===== src/csi_defines.vh =====
// Functional notes
// - Serial input sampled on falling bit clock edge, rising when edge select set.
// - Transfer starts one bit after sync, or same bit when justify set.
// - Enabled transmit slot loads current shadow word, then pointer advances.
// - Disabled transmit slot drives low, or tri-states when idle mode set.
// - Slot enables beyond the configured frame length are ignored.
// - Transmit words are left justified; unused low bits never sent.
// - Enabled receive slot writes shift register into current shadow, pointer advances.
// - Each received word stored left justified in its own location.
// - Master emits sync on frame counter reset; slave sync resets counter.
// - After last slot of a frame, buffering stops until next sync.
// - Shared pointer advances once per slot enabled for transmit or receive.
// - Pointer equal to length field resets it and exchanges all shadows.
// - Each shadow exchange raises a processor interrupt.
// - Transmit empty sets at exchange, clears on any transmit buffer write.
// - Underflow sets at exchange for unwritten used buffer, clears on rewrite.
// - Only buffer locations in use affect underflow, receive full and overflow flags.
// - Receive full shows new data, clears after every used buffer read.
// - Unread receive location is overwritten, sets overflow, cleared by reading it.
// - Four bit slot field shows the current frame counter value.
// - Loopback routes serial output into input path, ignoring input pin.
// - Underflowed slot sends zero, or repeats last written word in repeat mode.
// - Word size field holds word length minus one.
// - Slave ignores further sync pulses until the current frame finishes.
`ifndef CSI_DEFINES_VH
`define CSI_DEFINES_VH
`define CSI_ADDR_CTRL 8'h00
`define CSI_ADDR_CFG 8'h04
`define CSI_ADDR_STAT 8'h08
`define CSI_ADDR_TSE 8'h0c
`define CSI_ADDR_RSE 8'h10
`define CSI_ADDR_RXBUF0 8'h14
`define CSI_ADDR_TXBUF0 8'h24
`define CSI_ADDR_LAST 8'h30
`define CSI_CTRL_LOOP 11
`define CSI_CTRL_EDGE 9
`define CSI_CTRL_DIR 8
`define CSI_CTRL_UNDERFLOW_REPEAT_MODE 7
`define CSI_CTRL_TRI 6
`define CSI_CTRL_JUST 5
`define CSI_CFG_BUFFER_LENGTH_LSB 10
`define CSI_CFG_FLEN_LSB 4
`define CSI_CFG_WS_LSB 0
`define CSI_STAT_SLOT_LSB 8
`define CSI_STAT_ROV 3
`define CSI_STAT_RECEIVE_FULL_FLAG 2
`define CSI_STAT_TRANSMIT_UNDERFLOW_FLAG 1
`define CSI_STAT_TRANSMIT_EMPTY_FLAG 0
`define CSI_RST_REG 16'h0000
`define CSI_RESP_OK 2'b00
`define CSI_RESP_ERR 2'b10
`endif


===== src/csi_axil.v =====
`timescale 1ns/10ps
`include "csi_defines.vh"
module csi_axil (
  input wire i_clk,
  input wire i_rst,
  input wire [7:0] i_awaddr,
  input wire i_awvalid,
  output wire o_awready,
  input wire [31:0] i_wdata,
  input wire [3:0] i_wstrb,
  input wire i_wvalid,
  output wire o_wready,
  output wire [1:0] o_bresp,
  output wire o_bvalid,
  input wire i_bready,
  input wire [7:0] i_araddr,
  input wire i_arvalid,
  output wire o_arready,
  output wire [31:0] o_rdata,
  output wire [1:0] o_rresp,
  output wire o_rvalid,
  input wire i_rready,
  output wire o_wr_en,
  output wire [7:0] o_wr_addr,
  output wire [31:0] o_wr_data,
  output wire [3:0] o_wr_strb,
  input wire i_wr_err,
  output wire o_rd_en,
  output wire [7:0] o_rd_addr,
  input wire [31:0] i_rd_data,
  input wire i_rd_err
);
  reg aw_full_q;
  reg [7:0] aw_addr_q;
  reg w_full_q;
  reg [31:0] w_data_q;
  reg [3:0] w_strb_q;
  reg bvalid_q;
  reg [1:0] bresp_q;
  reg rvalid_q;
  reg [31:0] rdata_q;
  reg [1:0] rresp_q;

  assign o_awready = ~aw_full_q & ~bvalid_q;
  assign o_wready = ~w_full_q & ~bvalid_q;
  assign o_wr_en = aw_full_q & w_full_q & ~bvalid_q;
  assign o_wr_addr = aw_addr_q;
  assign o_wr_data = w_data_q;
  assign o_wr_strb = w_strb_q;
  assign o_bvalid = bvalid_q;
  assign o_bresp = bresp_q;
  assign o_arready = ~rvalid_q;
  assign o_rd_en = i_arvalid & ~rvalid_q;
  assign o_rd_addr = i_araddr;
  assign o_rvalid = rvalid_q;
  assign o_rdata = rdata_q;
  assign o_rresp = rresp_q;

  always @(posedge i_clk) begin
    if (i_rst) begin
      aw_full_q <= 1'b0;
      aw_addr_q <= 8'h00;
      w_full_q <= 1'b0;
      w_data_q <= 32'h0000_0000;
      w_strb_q <= 4'h0;
      bvalid_q <= 1'b0;
      bresp_q <= `CSI_RESP_OK;
      rvalid_q <= 1'b0;
      rdata_q <= 32'h0000_0000;
      rresp_q <= `CSI_RESP_OK;
    end else begin
      if (i_awvalid && o_awready) begin
        aw_full_q <= 1'b1;
        aw_addr_q <= i_awaddr;
      end
      if (i_wvalid && o_wready) begin
        w_full_q <= 1'b1;
        w_data_q <= i_wdata;
        w_strb_q <= i_wstrb;
      end
      if (o_wr_en) begin
        aw_full_q <= 1'b0;
        w_full_q <= 1'b0;
        bvalid_q <= 1'b1;
        bresp_q <= i_wr_err ? `CSI_RESP_ERR : `CSI_RESP_OK;
      end else if (bvalid_q && i_bready) begin
        bvalid_q <= 1'b0;
      end
      if (o_rd_en) begin
        rvalid_q <= 1'b1;
        rdata_q <= i_rd_err ? 32'h0000_0000 : i_rd_data;
        rresp_q <= i_rd_err ? `CSI_RESP_ERR : `CSI_RESP_OK;
      end else if (rvalid_q && i_rready) begin
        rvalid_q <= 1'b0;
      end
    end
  end
endmodule // csi_axil


===== src/csi_sync2.v =====
`timescale 1ns/10ps
module csi_sync2 #(
  parameter W = 3
) (
  input wire i_clk,
  input wire i_rst,
  input wire [W-1:0] i_d,
  output wire [W-1:0] o_q
);
  reg [W-1:0] meta_q;
  reg [W-1:0] sync_q;

  always @(posedge i_clk) begin
    if (i_rst) begin
      meta_q <= {W{1'b0}};
      sync_q <= {W{1'b0}};
    end else begin
      meta_q <= i_d;
      sync_q <= meta_q;
    end
  end

  assign o_q = sync_q;
endmodule // csi_sync2


===== src/csi_top.v =====
`timescale 1ns/10ps
`include "csi_defines.vh"
module csi_top (
  input wire I_CLOCK,
  input wire I_RESET,
  input wire [7:0] I_AWADDR,
  input wire I_AWVALID,
  output wire O_AWREADY,
  input wire [31:0] I_WDATA,
  input wire [3:0] I_WSTRB,
  input wire I_WVALID,
  output wire O_WREADY,
  output wire [1:0] O_BRESP,
  output wire O_BVALID,
  input wire I_BREADY,
  input wire [7:0] I_ARADDR,
  input wire I_ARVALID,
  output wire O_ARREADY,
  output wire [31:0] O_RDATA,
  output wire [1:0] O_RRESP,
  output wire O_RVALID,
  input wire I_RREADY,
  input wire I_BIT_CLOCK,
  input wire I_FRAME_SYNC,
  output wire O_FRAME_SYNC,
  output wire O_FRAME_SYNC_OE,
  input wire I_SERIAL_IN,
  output wire O_SERIAL_OUT,
  output wire O_SERIAL_OUT_OE,
  output wire O_IRQ
);
  // ****************************************************************
  // Register bus
  // ****************************************************************
  wire wr_en;
  wire [7:0] wr_addr;
  wire [31:0] wr_data;
  wire [3:0] wr_strb;
  wire rd_en;
  wire [7:0] rd_addr;
  reg [31:0] rd_data;
  wire wr_err;
  wire rd_err;

  csi_axil u_axil (
    .i_clk(I_CLOCK),
    .i_rst(I_RESET),
    .i_awaddr(I_AWADDR),
    .i_awvalid(I_AWVALID),
    .o_awready(O_AWREADY),
    .i_wdata(I_WDATA),
    .i_wstrb(I_WSTRB),
    .i_wvalid(I_WVALID),
    .o_wready(O_WREADY),
    .o_bresp(O_BRESP),
    .o_bvalid(O_BVALID),
    .i_bready(I_BREADY),
    .i_araddr(I_ARADDR),
    .i_arvalid(I_ARVALID),
    .o_arready(O_ARREADY),
    .o_rdata(O_RDATA),
    .o_rresp(O_RRESP),
    .o_rvalid(O_RVALID),
    .i_rready(I_RREADY),
    .o_wr_en(wr_en),
    .o_wr_addr(wr_addr),
    .o_wr_data(wr_data),
    .o_wr_strb(wr_strb),
    .i_wr_err(wr_err),
    .o_rd_en(rd_en),
    .o_rd_addr(rd_addr),
    .i_rd_data(rd_data),
    .i_rd_err(rd_err)
  );

  // Only aligned words up to the last register exist.
  assign wr_err = (wr_addr[1:0] != 2'h0) || (wr_addr > `CSI_ADDR_LAST);
  assign rd_err = (rd_addr[1:0] != 2'h0) || (rd_addr > `CSI_ADDR_LAST);

  reg [15:0] ctrl_q;
  reg [15:0] cfg_q;
  reg [15:0] tse_q;
  reg [15:0] rse_q;

  // Byte strobes apply to the two low lanes; upper lanes hold nothing.
  function [15:0] merge;
    input [15:0] old;
    input [31:0] data;
    input [3:0] strb;
    begin
      merge = {strb[1] ? data[15:8] : old[15:8], strb[0] ? data[7:0] : old[7:0]};
    end
  endfunction

  wire wr_ok = wr_en & ~wr_err;
  wire lanes = |wr_strb[1:0];

  always @(posedge I_CLOCK) begin
    if (I_RESET) begin
      ctrl_q <= `CSI_RST_REG;
      cfg_q <= `CSI_RST_REG;
      tse_q <= `CSI_RST_REG;
      rse_q <= `CSI_RST_REG;
    end else if (wr_ok) begin
      case (wr_addr)
        `CSI_ADDR_CTRL: ctrl_q <= merge(ctrl_q, wr_data, wr_strb);
        `CSI_ADDR_CFG: cfg_q <= merge(cfg_q, wr_data, wr_strb);
        `CSI_ADDR_TSE: tse_q <= merge(tse_q, wr_data, wr_strb);
        `CSI_ADDR_RSE: rse_q <= merge(rse_q, wr_data, wr_strb);
        default: ctrl_q <= ctrl_q;
      endcase
    end
  end

  wire loop_en = ctrl_q[`CSI_CTRL_LOOP];
  wire edge_sel = ctrl_q[`CSI_CTRL_EDGE];
  wire sync_slave = ctrl_q[`CSI_CTRL_DIR];
  wire unf_repeat = ctrl_q[`CSI_CTRL_UNDERFLOW_REPEAT_MODE];
  wire idle_tri = ctrl_q[`CSI_CTRL_TRI];
  wire justify = ctrl_q[`CSI_CTRL_JUST];
  wire [1:0] buffer_length = cfg_q[`CSI_CFG_BUFFER_LENGTH_LSB +: 2];
  wire [3:0] flen = cfg_q[`CSI_CFG_FLEN_LSB +: 4];
  wire [3:0] ws = cfg_q[`CSI_CFG_WS_LSB +: 4];

  // ****************************************************************
  // Link pins and edge detection
  // ****************************************************************
  wire [2:0] pins_s;
  reg bclk_prev_q;

  csi_sync2 #(.W(3)) u_sync (
    .i_clk(I_CLOCK),
    .i_rst(I_RESET),
    .i_d({I_SERIAL_IN, I_FRAME_SYNC, I_BIT_CLOCK}),
    .o_q(pins_s)
  );

  always @(posedge I_CLOCK) begin
    if (I_RESET) begin
      bclk_prev_q <= 1'b0;
    end else begin
      bclk_prev_q <= pins_s[0];
    end
  end

  wire bclk_rise = pins_s[0] & ~bclk_prev_q;
  wire bclk_fall = ~pins_s[0] & bclk_prev_q;
  // The edge that samples is the opposite of the edge that drives.
  wire smp = edge_sel ? bclk_rise : bclk_fall;
  wire drv = edge_sel ? bclk_fall : bclk_rise;

  // ****************************************************************
  // Frame and slot sequencing
  // ****************************************************************
  reg running_q;
  reg [3:0] bit_q;
  reg [3:0] slot_q;
  reg [1:0] ptr_q;
  reg fs_out_q;
  reg sdo_q;
  reg sdo_oe_q;
  reg [15:0] tx_sh_q;
  reg [15:0] rx_sh_q;
  reg irq_q;

  wire fs_now = sync_slave ? pins_s[1] : fs_out_q;
  wire sdi_eff = loop_en ? sdo_q : pins_s[2];
  wire last_slot_bit = (bit_q == ws) && (slot_q == flen);
  // A sync while a frame runs is honoured only at its final bit, and never when justify is set.
  wire hit = fs_now & (~running_q | (~justify & last_slot_bit));
  wire hit_now = hit & justify;
  wire cur_run = running_q | hit_now;
  wire [3:0] cur_bit = hit_now ? 4'h0 : bit_q;
  wire [3:0] cur_slot = hit_now ? 4'h0 : slot_q;
  wire complete = smp & cur_run & (cur_bit == ws);
  wire t_en = tse_q[cur_slot];
  wire r_en = rse_q[cur_slot];
  wire use_slot = complete & (t_en | r_en);
  wire xchg = use_slot & (ptr_q == buffer_length);
  wire [15:0] rx_sh_d = {rx_sh_q[14:0], sdi_eff};
  wire [15:0] rx_word = rx_sh_d << (4'hf - ws);

  always @(posedge I_CLOCK) begin
    if (I_RESET) begin
      running_q <= 1'b0;
      bit_q <= 4'h0;
      slot_q <= 4'h0;
      ptr_q <= 2'h0;
      rx_sh_q <= 16'h0000;
      irq_q <= 1'b0;
    end else begin
      irq_q <= xchg;
      if (smp) begin
        rx_sh_q <= rx_sh_d;
        if (hit && !justify) begin
          running_q <= 1'b1;
          bit_q <= 4'h0;
          slot_q <= 4'h0;
        end else if (complete) begin
          bit_q <= 4'h0;
          if (cur_slot == flen) begin
            running_q <= 1'b0;
          end else begin
            running_q <= 1'b1;
            slot_q <= cur_slot + 4'h1;
          end
        end else if (cur_run) begin
          running_q <= 1'b1;
          bit_q <= cur_bit + 4'h1;
          slot_q <= cur_slot;
        end
      end
      if (use_slot) begin
        ptr_q <= xchg ? 2'h0 : ptr_q + 2'h1;
      end
    end
  end

  // ****************************************************************
  // Buffer entries
  // ****************************************************************
  wire [63:0] txsh_w;
  wire [63:0] transmit_buffer_w;
  wire [63:0] receive_buffer_w;
  wire [3:0] tx_unf_w;
  wire [3:0] rx_new_w;
  wire [3:0] rx_ovf_w;
  wire [3:0] in_use;

  genvar gi;
  generate
    for (gi = 0; gi < 4; gi = gi + 1) begin : g_ent
      reg [15:0] transmit_buffer_q;
      reg [15:0] txsh_q;
      reg [15:0] rxsh_q;
      reg [15:0] receive_buffer_q;
      reg tx_wr_q;
      reg tx_unf_q;
      reg rx_new_q;
      reg rx_ovf_q;
      wire [31:0] tx_addr_w = `CSI_ADDR_TXBUF0 + gi * 4;
      wire [31:0] rx_addr_w = `CSI_ADDR_RXBUF0 + gi * 4;
      wire [7:0] tx_addr = tx_addr_w[7:0];
      wire [7:0] rx_addr = rx_addr_w[7:0];
      wire tx_write = wr_ok & lanes & (wr_addr == tx_addr);
      wire rx_read = rd_en & ~rd_err & (rd_addr == rx_addr);
      wire store = use_slot & r_en & (ptr_q == gi);
      wire used = (gi <= buffer_length);

      always @(posedge I_CLOCK) begin
        if (I_RESET) begin
          transmit_buffer_q <= `CSI_RST_REG;
          txsh_q <= `CSI_RST_REG;
          rxsh_q <= `CSI_RST_REG;
          receive_buffer_q <= `CSI_RST_REG;
          tx_wr_q <= 1'b0;
          tx_unf_q <= 1'b0;
          rx_new_q <= 1'b0;
          rx_ovf_q <= 1'b0;
        end else begin
          if (tx_write) begin
            transmit_buffer_q <= merge(transmit_buffer_q, wr_data, wr_strb);
          end
          if (store) begin
            rxsh_q <= rx_word;
          end
          if (tx_write) begin
            tx_unf_q <= 1'b0;
          end
          if (rx_read) begin
            rx_new_q <= 1'b0;
            rx_ovf_q <= 1'b0;
          end
          // Exchange comes after the clears so that it wins over a coincident clear, except that a coincident read keeps overflow clear.
          if (xchg) begin
            txsh_q <= (!tx_wr_q && !unf_repeat) ? 16'h0000 : transmit_buffer_q;
            receive_buffer_q <= store ? rx_word : rxsh_q;
            if (used && !tx_wr_q) begin
              tx_unf_q <= 1'b1;
            end
            if (used) begin
              rx_new_q <= 1'b1;
            end
            if (used && rx_new_q && !rx_read) begin
              rx_ovf_q <= 1'b1;
            end
          end
          // A write in the exchange cycle counts for the next exchange.
          if (tx_write) begin
            tx_wr_q <= 1'b1;
          end else if (xchg) begin
            tx_wr_q <= 1'b0;
          end
        end
      end

      assign txsh_w[gi*16 +: 16] = txsh_q;
      assign transmit_buffer_w[gi*16 +: 16] = transmit_buffer_q;
      assign receive_buffer_w[gi*16 +: 16] = receive_buffer_q;
      assign tx_unf_w[gi] = tx_unf_q;
      assign rx_new_w[gi] = rx_new_q;
      assign rx_ovf_w[gi] = rx_ovf_q;
      assign in_use[gi] = used;
    end
  endgenerate

  // ****************************************************************
  // Status flags
  // ****************************************************************
  reg transmit_empty_flag_q;
  wire any_tx_write = wr_ok & lanes & (wr_addr >= `CSI_ADDR_TXBUF0);

  always @(posedge I_CLOCK) begin
    if (I_RESET) begin
      transmit_empty_flag_q <= 1'b0;
    end else if (xchg) begin
      transmit_empty_flag_q <= 1'b1;
    end else if (any_tx_write) begin
      transmit_empty_flag_q <= 1'b0;
    end
  end

  wire transmit_underflow_flag = |(tx_unf_w & in_use);
  wire receive_full_flag = |(rx_new_w & in_use);
  wire receive_overflow_flag = |(rx_ovf_w & in_use);

  // ****************************************************************
  // Transmit path
  // ****************************************************************
  wire load = (running_q && bit_q == 4'h0) || (!running_q && justify);
  wire [3:0] ld_slot = running_q ? slot_q : 4'h0;
  wire ld_en = tse_q[ld_slot];
  wire [15:0] ld_word = txsh_w[ptr_q*16 +: 16];

  always @(posedge I_CLOCK) begin
    if (I_RESET) begin
      fs_out_q <= 1'b0;
      sdo_q <= 1'b0;
      sdo_oe_q <= 1'b1;
      tx_sh_q <= 16'h0000;
    end else if (drv) begin
      // The sync lands on the last bit, or on the first bit when justified.
      fs_out_q <= ~sync_slave & (~running_q | (~justify & last_slot_bit));
      if (load) begin
        sdo_q <= ld_en & ld_word[15];
        tx_sh_q <= ld_en ? {ld_word[14:0], 1'b0} : 16'h0000;
        sdo_oe_q <= ld_en | ~idle_tri;
      end else if (running_q) begin
        sdo_q <= tx_sh_q[15];
        tx_sh_q <= {tx_sh_q[14:0], 1'b0};
      end else begin
        sdo_q <= 1'b0;
        sdo_oe_q <= ~idle_tri;
      end
    end
  end

  // ****************************************************************
  // Read data
  // ****************************************************************
  // Both buffer banks start one word above a four-word boundary, so the entry is the word offset less one.
  wire [1:0] buf_idx = rd_addr[3:2] - 2'h1;

  always @* begin
    rd_data = 32'h0000_0000;
    case (rd_addr)
      `CSI_ADDR_CTRL: rd_data[15:0] = ctrl_q;
      `CSI_ADDR_CFG: rd_data[15:0] = cfg_q;
      `CSI_ADDR_STAT: rd_data[15:0] = {4'h0, slot_q, 4'h0, receive_overflow_flag, receive_full_flag, transmit_underflow_flag, transmit_empty_flag_q};
      `CSI_ADDR_TSE: rd_data[15:0] = tse_q;
      `CSI_ADDR_RSE: rd_data[15:0] = rse_q;
      default: begin
        if (rd_addr >= `CSI_ADDR_TXBUF0) begin
          rd_data[15:0] = transmit_buffer_w[buf_idx*16 +: 16];
        end else if (rd_addr >= `CSI_ADDR_RXBUF0) begin
          rd_data[15:0] = receive_buffer_w[buf_idx*16 +: 16];
        end
      end
    endcase
  end

  assign O_FRAME_SYNC = fs_out_q;
  assign O_FRAME_SYNC_OE = ~ctrl_q[`CSI_CTRL_DIR];
  assign O_SERIAL_OUT = sdo_q;
  assign O_SERIAL_OUT_OE = sdo_oe_q;
  assign O_IRQ = irq_q;
endmodule // csi_top


===== config.mk =====
export PLATFORM = sky130hd
export DESIGN_NAME = csi_top
export DESIGN_NICKNAME = d
export VERILOG_FILES = /design/src/csi_axil.v /design/src/csi_sync2.v /design/src/csi_top.v
export VERILOG_INCLUDE_DIRS = /design/src /design/src/src
export SDC_FILE = /design/constraint.sdc
export NUM_CORES = 1
export LEC_CHECK = 0
export BUFFER_PORTS_ARGS = -buffer_cell sky130_fd_sc_hd__buf_2
export CORE_MARGIN = 2
export CORE_UTILIZATION = 55
export DETAILED_ROUTE_END_ITERATION = 7
export PLACE_DENSITY = 0.76
export SLEW_MARGIN = 20
export SYNTH_ARGS = -nofsm -noshare
export SYNTH_HDL_FRONTEND = slang
export SYNTH_SLANG_ARGS = --single-unit

===== constraint.sdc =====
create_clock -name I_CLOCK -period 7.6 [get_ports I_CLOCK]
set_clock_uncertainty 0.1 [all_clocks]
set_input_delay 1.52 -clock I_CLOCK [delete_from_list [all_inputs] [get_ports I_CLOCK]]
set_output_delay 1.52 -clock I_CLOCK [all_outputs]
set_load 0.05 [all_outputs]

==> results of run 1 <==
==> registers in the layout (all words and copies together), names as in the netlist, 64 cells and up <==
signal / count
g_ent.receive_buffer_q: 64
g_ent.rxsh_q: 64
g_ent.transmit_buffer_q: 64
g_ent.txsh_q: 64
==> cell families after synthesis <==
logic type      Yosys count
flops                   437
other cells               1
mux                     220
simple gates            808
xor+xnor                 10
buf+inv                 221
fa+ha+maj                11
compound gates          449
==> where the power goes <==
| part | internal, mW | switching, mW |
|---|---|---|
| clock network | 1.38 | 0.901 |
| logic | 0.0583 | 0.162 |
| registers | 2.31 | 0.0295 |
==> critical path, cell delays in order (launching register included) <==
cell,delay (ps)
sky130_fd_sc_hd__dfxtp_1,810
sky130_fd_sc_hd__inv_1,350
sky130_fd_sc_hd__a2111oi_1,630
sky130_fd_sc_hd__mux2_4,320
sky130_fd_sc_hd__nand2_1,200
sky130_fd_sc_hd__a211oi_4,760
sky130_fd_sc_hd__buf_4,840
sky130_fd_sc_hd__nand3_1,200
sky130_fd_sc_hd__a21oi_1,190
==> final timing paths <==
path	to	slack, ps	cells after the start
worst min register to register	u_sync.o_q[2]$_SDFF_PP0_	340	1
worst max register to register	g_ent[1].txsh_q[7]$_SDFFE_PP0P_	3050	8
worst min-delay path	u_sync.o_q[2]$_SDFF_PP0_	340	1
worst max-delay path	g_ent[1].txsh_q[7]$_SDFFE_PP0P_	3050	8
==> layout make-up <==
cell class                      count  area (sq um)
Clock buffer                       65          1320
Clock inverter                     15           216
Fill cell                        2959         13800
Inverter                           20          75.1
Multi-Input combinational cell   1516         10200
Sequential cell                   437          8750
Tap cell                          461           577
Timing Repair Buffer               97           573
==> per-layer routing <==
metal / GRT usage [%] / vias up / wire length [microns]
li1: - / 7531 / -
met2: 44.8 / 772 / 24900
met5: 0 / - / 0
met1: 37.7 / 7797 / 22200
met3: 4.45 / 160 / 4540
met4: 10.9 / 0 / 2130
==> layout by cell type (no fill, tap or decap), types with 6 or more instances in the layout <==
master and n:
sky130_fd_sc_hd__o22ai_1 18, sky130_fd_sc_hd__a22oi_1 50, sky130_fd_sc_hd__o21ai_0 32, sky130_fd_sc_hd__inv_1 19, sky130_fd_sc_hd__mux4_2 55, sky130_fd_sc_hd__clkbuf_1 9
sky130_fd_sc_hd__a31oi_1 9, sky130_fd_sc_hd__buf_4 25, sky130_fd_sc_hd__or3_1 6, sky130_fd_sc_hd__nand2_1 183, sky130_fd_sc_hd__o221ai_1 10, sky130_fd_sc_hd__clkbuf_16 46
sky130_fd_sc_hd__o211ai_1 12, sky130_fd_sc_hd__and2_1 6, sky130_fd_sc_hd__nor3_1 22, sky130_fd_sc_hd__conb_1 18, sky130_fd_sc_hd__ha_1 11, sky130_fd_sc_hd__a21oi_1 194
sky130_fd_sc_hd__nor2b_1 31, sky130_fd_sc_hd__nor2_1 252, sky130_fd_sc_hd__clkinv_2 7, sky130_fd_sc_hd__nand2b_1 95, sky130_fd_sc_hd__clkbuf_8 10, sky130_fd_sc_hd__or2_2 7
sky130_fd_sc_hd__mux2_2 7, sky130_fd_sc_hd__mux2i_1 155, sky130_fd_sc_hd__dfxtp_1 437, sky130_fd_sc_hd__a221oi_1 20, sky130_fd_sc_hd__a211oi_2 47, sky130_fd_sc_hd__buf_2 70
sky130_fd_sc_hd__nand3_1 168, sky130_fd_sc_hd__a22o_1 9
==> metrics by stage <==
| step | cell area [sq um] | util (%) | cells | power [mW] |
|---|---|---|---|---|
| detailed placement | 20200 | 56.8 | 2531 | 2.60 |
| finish | 21700 | 61.2 | 2611 | 4.83 |
| global placement | 20200 | 56.8 | 2531 | 2.60 |
| CTS | 21700 | 61.2 | 2611 | 4.85 |
| global route | 21700 | 61.2 | 2611 | 4.97 |
| floorplan | 19900 | - | 2174 | 2.55 |
==> results by stage, run 1 <==
Yosys:
- After synthesis, the largest family of logic cells by area is simple AND/OR/NAND/NOR gates.
- Yosys mapped a number of flops with a built-in enable equal to 0.
- The most used flip-flop cell after synthesis is sky130_fd_sc_hd__dfxtp_1.
- The number of different library cells in the post-synthesis netlist is 79.
- The dominant cell by count in the synthesized netlist is sky130_fd_sc_hd__dfxtp_1.
- After Yosys synthesis, full adders, half adders and majority gates account for 0.695% of the synthesized area.
- During synthesis, Yosys emitted a total of 0 warnings.
- Of the post-synthesis cell area, the part taken by muxes is 14.7%.
- Summing the areas of all and, or, nand and nor instances in the mapped netlist gives 19.1% of the synthesized area.
- The synthesized netlist devotes 15.9% of its cell area to compound gates.
- Sequential elements use 44.2% of the synthesized area.
- The average instance area after synthesis is 9.19 sq um.
- Counting every instance in the synthesized netlist gives 2157.
- Summing the areas of all xor and xnor instances in the mapped netlist gives 0.442% of the synthesized area.
- In this run the cell area of the synthesized design comes to 19800 sq um.
- The portion of synthesized cell area occupied by the leading cell type is 44.2%.
- The largest total area in the synthesized netlist belongs to sky130_fd_sc_hd__dfxtp_1.
- Of all flip-flops after synthesis, the portion carrying an async set or reset was 0%.
- In the post-synthesis netlist, the biggest area contributors are sky130_fd_sc_hd__dfxtp_1, sky130_fd_sc_hd__mux2i_1, sky130_fd_sc_hd__mux4_2.
- Counting instances in the post-synthesis netlist gives the leading cell types as sky130_fd_sc_hd__dfxtp_1, sky130_fd_sc_hd__nor2_1, sky130_fd_sc_hd__a21oi_1, sky130_fd_sc_hd__nand2_1, sky130_fd_sc_hd__nand3_1.
- Counting flops and latches in the post-synthesis netlist gives 437.

Die:
- Measured along the x axis, the die boundary spans 194 microns.
- During I/O placement, the number of pins put on the boundary was 108.
- The effective utilization at floorplan is 55.8%.
- The floorplan step defined a die boundary enclosing 37600 sq um.
- Row generation in the floorplan step produced 69 rows.
- In this run the standard cell core region covers 35500 sq um.
- The die extent in y is 194 microns.

Critical path:
- The beginning of the critical path is cfg_q[2]$_SDFFE_PP0P_.
- STA puts the critical path data required time at 7960 ps.
- STA classifies the critical path startpoint as a flip-flop.
- The worst path arrival time is 4900 ps.
- The critical register-to-register path startpoint is cfg_q[2]$_SDFFE_PP0P_.
- The kind of critical path is flip-flop to flip-flop.
- The category of the worst setup path capture point is a flip-flop.
- The critical-path maximum fanout is 110.

Drt:
- The average wire per cell in the routed design is 20.6 microns.
- The total via count after detailed routing is 16300.
- The final routed DRC violation total is 0.
- The final wirelength is 53700 microns.
- In the routed layout, each cell is associated on average with a via count of 6.23.
- The number of DRC markers after the initial detailed-route iteration is 1664.
- Once detail routing completed, the nets flagged for antenna violations numbered 0.
- The first-pass iteration count of the detailed router is 5.

Cells and area:
- After the last flow step, the layout net total stands at 2189.
- The number of antenna diodes in the final layout is 0.
- Cells with a size suffix above 1 make up 14.7% of the layout.
- The area overhead of the layout relative to synthesis is 9.59%.

Placement:
- Routability-driven placement finished with a final weighted congestion of 0.935.
- The post-DP HPWL is 35500 microns.
- The count of buffers added on input and output ports is 71.
- The pre-CTS setup slack is 2510 ps.

Min path:
- The worst hold path belongs to the class flip-flop to flip-flop.
- The hold path startpoint is u_sync.meta_q[2]$_SDFF_PP0_.

Clock network:
- The clock reaches the later pin of the worst-skew pair after 550 ps.
- TritonCTS built the clock tree.
- The number of buffers created by CTS is 44.
- The total setup buffers inserted after CTS is 0.
- For this design, the sink count on the clock tree is 437.
- CTS placed an instance of sky130_fd_sc_hd__clkbuf_16 at the clock tree root.
- The clock slew at the register clock pins of the worst setup and hold paths is 60 ps.
- The number of gates resized after CTS was 0.
- The number of buffers on the longest clock path is 3.
- The number of buffers inserted by hold repair at cts is 0.
- The H-tree generated during clock tree synthesis spans 2 levels.

Timing:
- The least setup slack across all paths after layout is 3050 ps.
- The number of max-slew violations in the final report came to 0.
- Setup total negative slack on the finished layout was measured at 0 ps.
- The final number of hold-violating endpoints is 0.
- Setup repair after global routing left no endpoint under its margin.
- The headroom to the max-slew limit is 30.1%.
- In the finished design, the share of the clock period the worst path needs comes to 59.8%.
- The pin slew with the least headroom to its limit is 1050 ps.
- For this run, the top clock speed supported by timing is 220 MHz.
- Final hold analysis gives a worst-case slack of 344 ps.
- The final setup violation count is 0.
- Subtracting the final worst setup slack from the clock period gives 4550 ps.

Global routing:
- Global routing finished with a remaining overflow of 0.
- The via count of the first global-routing pass is 15300.
- Global routing used 27.9% of the available tracks.
- The number of antenna violations at the first check in global routing is 1.
- The maximum number of pins on one net before global-route repair is 189.
- The first global-routing pass estimated 84800 microns of wire.

Power and ir drop:
- In this run the static leakage power is 7.50 nW.
- IR analysis of the VDD net gives a maximum drop of 0.000353 V.
- Power spread over the standard cell area amounts to 223 nW/um^2.

Run status:
- The run finished with clean final reports.

Run:
- The count of max-cap constraint violations is 0.
(Power assumes the default switching activity.)
==> inputs of run 2 (changes only) <==
Settings changed: ABC_AREA from default to 1, PLACE_DENSITY 0.76 to 0.79.
Clock period 7.6 ns to 4 ns, I/O delays scaled along.
==> run 2 against run 1 <==
Total power up 92%. Core utilization up 0.21 points. Hold slack worse by 32 ps. Clock-buffer cell count down 2. Routed wire length up 17%. Non-clock buffer count up 30. Worst setup slack worse by 2800 ps. Global-route usage up 4.7 points. Clock power up 87%. Register-to-register slack worse by 2800 ps. Largest power group unchanged.
==> results by stage, run 2 <==
Critical path:
- The critical path's slowest cell is sky130_fd_sc_hd__dfxtp_2.
- The endpoint of the worst register-to-register path is g_ent[2].txsh_q[8]$_SDFFE_PP0P_.
- The critical path goes through inv_2 -> nand2_1 -> nand3b_1 -> nor2_1 -> nand2_1 -> nand2_2 -> nand3_2 -> nand2_1 -> inv_2 -> nand3_1 -> nand3_1 -> nand3_2 -> nand3_2 -> nand2_2 -> nand2_4 -> buf_4 -> nand3_1 -> o21ai_1.
- The worst path arrival time is 4090 ps (-810 ps).
- The critical path startpoint category is a flip-flop.
- The critical path is of the flip-flop to flip-flop type.
- In this run the critical register-to-register path is launched from cfg_q[1]$_SDFFE_PP0P_.
- The critical-path maximum fanout came to 29 (-74%).
- The required arrival time at the worst endpoint came to 4370 ps (-3590 ps).
- The cell count of the worst reg-to-reg path is 18 (+10).
- The slack of the worst reg-to-reg path is 270 ps (-2780 ps).
- The worst stage delay on the critical path is 530 ps (-310 ps).
- The worst setup path is captured at a flip-flop.

Die:
- The effective utilization at floorplan is 55.8% (about the same).
- The die extent in y is 194 microns (about the same).
- The I/O pin total is 108 (unchanged).
- The total core area came to 35600 sq um (+0.24%).
- The floorplan die width is 194 microns (about the same).
- The standard-cell row count came to 69 (unchanged).
- The area enclosed by the die boundary was 37600 sq um (+0.18%).

Min path:
- The worst hold-check path type is input port to flip-flop.
- The number of instances on the worst hold path is 3 (+2).
- For hold timing, the worst endpoint is u_sync.meta_q[0]$_SDFF_PP0_.
- In this run the most critical hold path is launched from I_BIT_CLOCK.

Power and ir drop:
- The final total power is 9.29 mW (+92%).
- The switching power as a share of total power is 24.5% (+1.9 points).
- The fraction of power consumed by sequential logic was 47.9% (-0.4 points).
- The logic gate share of total power is 6.2% (+1.7 points).
- The total power per unit cell area is 425 nW/um^2 (+91%).
- The internal power was 7.02 mW (+88%).
- The cell leakage power was 8.59 nW (+15%).
- The net switching component of the power is 2.28 mW (+110%).
- The worst ir drop on vdd was 0.000359 V (+1.8%).
- The clock share of power is 45.9% (-1.2 points).

Timing:
- The time the final worst path needs with I/O delays and setup was 3730 ps (-819 ps).
- The part of the cycle the worst path needs is 93.2% (+33 points).
- The final setup violation count is 0 (unchanged).
- The number of max-slew violations in the final report is 0 (unchanged).
- The headroom to the max-slew limit is 30.5% (+0.34 points).
- Setup repair after global routing left no endpoint under its margin.
- The maximum clock frequency came to 268 MHz (+22%).
- The accumulated negative setup slack was 0 ps (unchanged).
- The pin slew with the least headroom to its limit is 1040 ps (-5.17 ps).
- The final number of hold-violating endpoints came to 0 (unchanged).
- The least setup slack across all paths after layout came to 273 ps (-2780 ps).
- The final hold slack is 311 ps (-32.4 ps).

Placement:
- The global placer's final weighted congestion is 0.971 (+3.8%).
- The pre-CTS setup slack is 189 ps (-2320 ps).
- The number of buffers added on ports is 71 (unchanged).
- The post-DP HPWL is 42200 microns (+19%).
- The post-place instance area is 20400 sq um (+0.94%).
- The count of placed standard cells including taps came to 3160 (+25%).

Yosys:
- The number of enable-type register cells in the synthesized netlist came to 0 (unchanged).
- The number of different library cells in the post-synthesis netlist is 45 (-43%).
- The number of cells produced by synthesis came to 2771 (+28%).
- By area the synthesized netlist is led by sky130_fd_sc_hd__dfxtp_1, sky130_fd_sc_hd__nand2_1, sky130_fd_sc_hd__o21ai_0.
- The portion of synthesized cell area occupied by the leading cell type is 44.1% (-0.081 points).
- The flip-flop and latch count after synthesis is 437 (unchanged).
- In the synthesized netlist the dominant register cell turns out to be sky130_fd_sc_hd__dfxtp_1.
- The synthesized area is 19900 sq um (+0.18%).
- Summed over all instances, the cell type with the most area after synthesis is sky130_fd_sc_hd__dfxtp_1.
- The share of flip-flops with an asynchronous set or reset after synthesis is 0% (unchanged).
- The average instance area after synthesis is 7.16 sq um (-22%).
- The total number of yosys warnings was 0 (unchanged).
- The dominant cell by count in the synthesized netlist is sky130_fd_sc_hd__nand2_1.
- The sequential element share of the synthesized area is 44.1% (-0.081 points).
- By count the netlist is led by sky130_fd_sc_hd__nand2_1, sky130_fd_sc_hd__dfxtp_1, sky130_fd_sc_hd__o21ai_0, sky130_fd_sc_hd__a21oi_1, sky130_fd_sc_hd__nand3_1.

Cells and area:
- The most common cell after layout, fill and taps aside is sky130_fd_sc_hd__nand2_1.
- The final cell count without fillers came to 3238 (+24%).
- The number of fillers in the final layout was 3194 (+7.9%).
- The final core utilization came to 61.4% (+0.21 points).
- The sequential cell area came to 8750 sq um (about the same).
- The layout cell share with drive strength beyond 1 is 7.96% (-6.7 points).
- The final instance area is 21800 sq um (+0.58%).
- The area occupied by multi-input gates came to 9390 sq um (-8.0%).
- In the layout the commonest cells are sky130_fd_sc_hd__nand2_1, sky130_fd_sc_hd__dfxtp_1, sky130_fd_sc_hd__o21ai_0.
- The final antenna diode count is 0 (unchanged).
- The final net count came to 2819 (+29%).
- The area overhead of the layout relative to synthesis is 10.0%.

Global routing:
- The overall global routing resource usage is 32.6% (+4.7 points).
- The maximum number of pins on one net before global-route repair is 111 (-41%).
- The via count of the first global-routing pass is 17700 (+16%).
- The first-pass GRT wire length came to 98100 microns (+16%).
- The total congestion overflow after global routing came to 0 (unchanged).
- The number of antenna violations at the first check in global routing is 0 (-1).

Drt:
- The final wirelength is 62900 microns (+17%).
- The average wire per cell in the routed design is 19.4 microns (-5.6%).
- The final routed DRC violation total is 0 (unchanged).
- The residual antenna-violating net count after detailed routing is 0 (unchanged).
- The via density per instance is 6.03 (-3.1%).
- The first-pass iteration count of the detailed router is 7 (+2).
- The number of DRC markers after the initial detailed-route iteration is 2074 (+25%).
- The total via count after detailed routing is 19500 (+20%).

Clock network:
- The clock net sink count is 437 (unchanged).
- The number of buffers created by CTS was 45 (+2.3%).
- The clock tree from TritonCTS is yes.
- Clock tree synthesis selected as its root buffer the cell sky130_fd_sc_hd__clkbuf_16.
- The number of buffers on the longest clock path is 3 (unchanged).
- The number of H-tree levels came to 2 (unchanged).
- The clock latency reported for the late side of the worst-skew pair is 590 ps (+40 ps).
- The number of buffers inserted by hold repair at cts is 0 (unchanged).
- The total setup buffers inserted after CTS is 0 (unchanged).
- The clock slew at the register clock pins of the worst setup and hold paths is 60 ps (about the same).

Run status:
- The flow ran to the end, and the final reports show no timing, DRC or antenna violations.

Run:
- The count of max-cap constraint violations was 0 (unchanged).
==> run 2: changes by cell type in the layout (fill, tap and decap cells not counted), sizes merged, moves of 17 or more <==
cell / delta
inv: +175
a22oi: -35
buf: +30
nand3: +110
a221oi: -17
nand2: +413
o21ai: +357
mux4: -55
mux2i: -154
nand2b: -95
a21oi: +143
nor2b: -31
nor2: -134
a211oi: -33
==> run 2: cell families (layout without fill, tap and decap cells) <==
| kind of cell | count (synthesis) | in the layout | synth area share, % |
|---|---|---|---|
| buffers and inverters | 414 | 403 | 9.06 |
| DFF | 437 | 437 | 44.1 |
| xor gates and xnor gates | 6 | 6 | 0.265 |
| AOI/OAI and AO/OA | 867 | 867 | 23.9 |
| adders and majority gates | 11 | 11 | 0.693 |
| and+or+nand+nor | 1032 | 1032 | 21.8 |
| muxes | 3 | 3 | 0.151 |
| other | 1 | 18 | 0.0189 |
==> run 2: worst max path at each step <==
| stage | startpoint | end | slack, ps | cells after the start |
|---|---|---|---|---|
| finish | cfg_q[1]$_SDFFE_PP0P_ | g_ent[2].txsh_q[8]$_SDFFE_PP0P_ | 270 | 18 |
| global route | cfg_q[1]$_SDFFE_PP0P_ | g_ent[3].txsh_q[10]$_SDFFE_PP0P_ | 60 | 18 |
| CTS | cfg_q[1]$_SDFFE_PP0P_ | g_ent[2].txsh_q[8]$_SDFFE_PP0P_ | 140 | 18 |
| detailed placement | cfg_q[1]$_SDFFE_PP0P_ | g_ent[1].txsh_q[8]$_SDFFE_PP0P_ | 190 | 18 |
| global placement | cfg_q[1]$_SDFFE_PP0P_ | g_ent[1].txsh_q[8]$_SDFFE_PP0P_ | 260 | 18 |
| floorplan | I_ARADDR[2] | u_axil.o_rdata[5]$_SDFFE_PP0P_ | 810 | 12 |
==> run 2: layer usage <==
layer	wire, microns	vias up	track usage, %
li1	-	9338	-
met1	26100	9042	44.4
met2	27800	991	50.4
met3	6340	165	6.40
met4	2690	0	13.7
met5	0	-	0
==> run 2: worst max-delay path: cells and delay by family (launching register included) <==
kind	cells	cell delay (ps)
simple gates	14	2250
flops	1	530
buf+inv	3	590
compound gates	1	80
==> run 2: timing repair <==
item                                   in CTS  in global routing
resized for setup                           0                  1
setup endpoints to repair                   0                128
endpoints found under the hold margin       0                  0
==> run 2: final cells by class <==
type                            count  share of cell area [%]
Clock buffer                       63                    5.83
Clock inverter                     15                   0.962
Inverter                          198                    3.44
Multi-Input combinational cell   1937                    43.0
Sequential cell                   437                    40.1
Tap cell                          461                    2.64
Timing Repair Buffer              127                    4.08
==> run 2: power by group through the flow <==
stage | Clock, mW | Sequential, mW | Combinational (mW)
global placement | 0 | 4.54 | 0.552
detailed placement | 0 | 4.54 | 0.561
global route | 4.47 | 4.45 | 0.616
finish | 4.26 | 4.45 | 0.577
CTS | 4.31 | 4.45 | 0.563
floorplan | 0 | 4.53 | 0.362
==> inputs of run 3 (changes only) <==
Settings changed: CELL_PAD_IN_SITES_DETAIL_PLACEMENT from default to 1, CELL_PAD_IN_SITES_GLOBAL_PLACEMENT from default to 1, CORE_UTILIZATION 55 to 40, PLACE_DENSITY 0.79 to 0.78, SLEW_MARGIN 20 to default.
==> run 3 against run 2 <==
Fmax is 0.22% lower. Clock-buffer cell count is 11 higher. Non-clock buffer count rose by 5. Sequential cell count stayed put. Routed wire length grew 17%. Clock power rose by 8.0%. Worst setup slack got worse by 8.3 ps. Largest cell class unchanged. Largest power group is now clock. Highest routed layer unchanged.
==> results by stage, run 3 (synthesis results as in run 2) <==
Timing:
- Setup repair after global routing left no endpoint under its margin.
- The pin slew with the least headroom to its limit is 1210 ps (+166 ps).
- The number of max-slew violations in the final report was 0 (unchanged).
- The part of the cycle the worst path needs is 93.4% (+0.21 points).
- The maximum clock frequency is 268 MHz (-0.22%).
- The final setup violation count is 0 (unchanged).
- The final number of hold-violating endpoints is 0 (unchanged).
- The accumulated negative setup slack is 0 ps (unchanged).
- The headroom to the max-slew limit is 18.8% (-12 points).
- The least setup slack across all paths after layout was 264 ps (-8.31 ps).
- The time the final worst path needs with I/O delays and setup is 3740 ps (+8.31 ps).

Clock network:
- The number of buffers created by CTS came to 49 (+8.9%).
- The total setup buffers inserted after CTS came to 0 (unchanged).
- The clock latency reported for the late side of the worst-skew pair is 620 ps (+30 ps).
- The number of buffers inserted by hold repair at cts is 0 (unchanged).
- The post-cts resize count is 0 (unchanged).
- The clock net sink count was 437 (unchanged).
- Clock tree synthesis selected as its root buffer the cell sky130_fd_sc_hd__clkbuf_16.
- The clock tree from TritonCTS is yes.
- The number of buffers on the longest clock path is 3 (unchanged).
- The number of H-tree levels is 2 (unchanged).
- The clock slew at the register clock pins of the worst setup and hold paths is 60 ps (about the same).

Critical path:
- The worst path arrival time was 4190 ps (+100 ps).
- The critical-path maximum fanout is 50 (+72%).
- The critical path startpoint category is a flip-flop.
- STA classifies the critical path endpoint as a flip-flop.
- The cell that appears most often on the critical path is sky130_fd_sc_hd__nand2_1.
- The critical path goes through nand2_1 -> nand2_1 -> nand3_1 -> nor2_1 -> nand2_1 -> nand2_2 -> nand3_2 -> nand2_2 -> inv_2 -> nand3_1 -> nand3_1 -> nand3_2 -> nand3_2 -> nand2_2 -> nand3_2 -> clkinv_2 -> buf_12 -> nand2_1 -> nand2_1.
- The kind of critical path is flip-flop to flip-flop.
- The worst stage delay on the critical path is 520 ps (about the same).
- The largest individual stage delay along the critical path comes from the cell sky130_fd_sc_hd__dfxtp_1.
- The required arrival time at the worst endpoint is 4450 ps (+80 ps).

Cells and area:
- The library cells used most frequently in the layout, excluding fill and tap cells, are sky130_fd_sc_hd__nand2_1, sky130_fd_sc_hd__dfxtp_1, sky130_fd_sc_hd__o21ai_0.
- The final net count is 2828 (+0.32%).
- The most common cell after layout, fill and taps aside is sky130_fd_sc_hd__nand2_1.
- The layout cell share with drive strength beyond 1 came to 8.38% (+0.43 points).
- The final antenna diode count is 0 (unchanged).
- From synthesis to final layout, the design area changed by 12.0%.
- The number of fillers in the final layout is 6176 (+93%).
- The final instance area is 22200 sq um (+1.8%).

Drt:
- The number of DRC markers after the initial detailed-route iteration is 1292 (-38%).
- The final wirelength is 73600 microns (+17%).
- The final routed DRC violation total came to 0 (unchanged).
- The via density per instance is 5.72 (-5.1%).
- The first-pass iteration count of the detailed router is 5 (-2).
- The total via count after detailed routing came to 19800 (+1.2%).
- The residual antenna-violating net count after detailed routing is 0 (unchanged).
- The average wire per cell in the routed design was 21.3 microns (+9.6%).

Power and ir drop:
- The total power per unit cell area is 434 nW/um^2 (+2.0%).
- The worst ir drop on vdd is 0.000312 V (-13%).
- The cell leakage power is 8.67 nW (+0.87%).

Die:
- The total core area came to 49000 sq um (+38%).
- The floorplan die width is 227 microns (+17%).
- The I/O pin total is 108 (unchanged).
- The effective utilization at floorplan is 40.6% (-15 points).
- The die extent in y came to 227 microns (+17%).
- The standard-cell row count came to 81 (+17%).
- The area enclosed by the die boundary is 51400 sq um (+37%).

Global routing:
- The maximum number of pins on one net before global-route repair is 135 (+22%).
- The number of antenna violations at the first check in global routing is 0 (unchanged).
- The via count of the first global-routing pass is 19900 (+13%).
- The overall global routing resource usage came to 28.5% (-4.0 points).
- The total congestion overflow after global routing came to 0 (unchanged).
- The first-pass GRT wire length is 114000 microns (+16%).

Placement:
- The global placer's final weighted congestion came to 0.924 (-4.8%).
- The post-place instance area is 20600 sq um (+1.2%).
- The number of buffers added on ports came to 71 (unchanged).
- The pre-CTS setup slack is 99.6 ps (-89.6 ps).
- The post-DP HPWL was 49900 microns (+18%).

Min path:
- The worst hold-check path type is input port to flip-flop.

Run:
- The count of max-cap constraint violations is 0 (unchanged).

Run status:
- The flow ran to the end, and the final reports show no timing, DRC or antenna violations.
run 3: cell count changes in the layout (fill, tap and decap cells not counted), moves of 2 or more:
cell | before | now
sky130_fd_sc_hd__clkbuf_1 | 10 | 14
sky130_fd_sc_hd__clkbuf_16 | 45 | 49
sky130_fd_sc_hd__clkbuf_8 | 8 | 11
sky130_fd_sc_hd__buf_4 | 48 | 56
sky130_fd_sc_hd__buf_12 | 9 | 5
sky130_fd_sc_hd__clkinv_2 | 5 | 7
run 3: worst paths after layout:
| path | slack, ps | cells past startpoint | startpoint | to |
|---|---|---|---|---|
| worst max-delay path | 260 | 19 | slot_q[2]$_SDFFE_PP0P_ | g_ent[0].receive_buffer_q[13]$_SDFFE_PP0P_ |
| worst min-delay path | 290 | 3 | I_FRAME_SYNC | u_sync.meta_q[1]$_SDFF_PP0_ |
| worst max register to register | 260 | 19 | slot_q[2]$_SDFFE_PP0P_ | g_ent[0].receive_buffer_q[13]$_SDFFE_PP0P_ |
| worst min register to register | 310 | 2 | u_sync.meta_q[0]$_SDFF_PP0_ | u_sync.o_q[0]$_SDFF_PP0_ |
run 3: cell type report:
cell class / instances / area, sq um / share of cell area, %
Sequential cell: 437 / 8750 / 39.3
Timing Repair Buffer: 132 / 882 / 3.97
Clock inverter: 13 / 194 / 0.872
Multi-Input combinational cell: 1937 / 9400 / 42.3
Clock buffer: 74 / 1430 / 6.43
Inverter: 198 / 752 / 3.38
Tap cell: 664 / 831 / 3.74
run 3: report_power, final:
group	total [mW]	internal, mW	switching, mW	leakage (nW)
clock network	4.60	2.67	1.93	0.794
registers	4.45	4.40	0.0566	3.53
logic	0.598	0.140	0.458	4.34
total	9.65	7.21	2.45	8.67
run 3: critical path, delay by kind of cell, from the launching register on:
| kind | cells | cell delay, ps |
|---|---|---|
| buffers and inverters | 3 | 670 |
| AND/OR/NAND/NOR | 16 | 2310 |
| flip-flops | 1 | 520 |
run 3: per-stage QoR:
step / total power [mW] / cells / utilization, % / hold slack [ps]
floorplan: 4.90 / 2788 / - / 288
global placement: 5.11 / 3368 / 42.1 / 292
detailed placement: 5.13 / 3368 / 42.1 / 300
CTS: 9.71 / 3455 / 45.4 / 283
global route: 9.94 / 3455 / 45.4 / 296
finish: 9.65 / 3455 / 45.4 / 293
run 3: per-layer routing:
metal | global-route usage, % | vias up | routed length, microns
li1 | - | 9348 | -
met1 | 37.8 | 9738 | 32900
met2 | 46.9 | 526 | 34000
met3 | 3.49 | 160 | 3580
met4 | 11.9 | 0 | 3120
met5 | 0 | - | 0
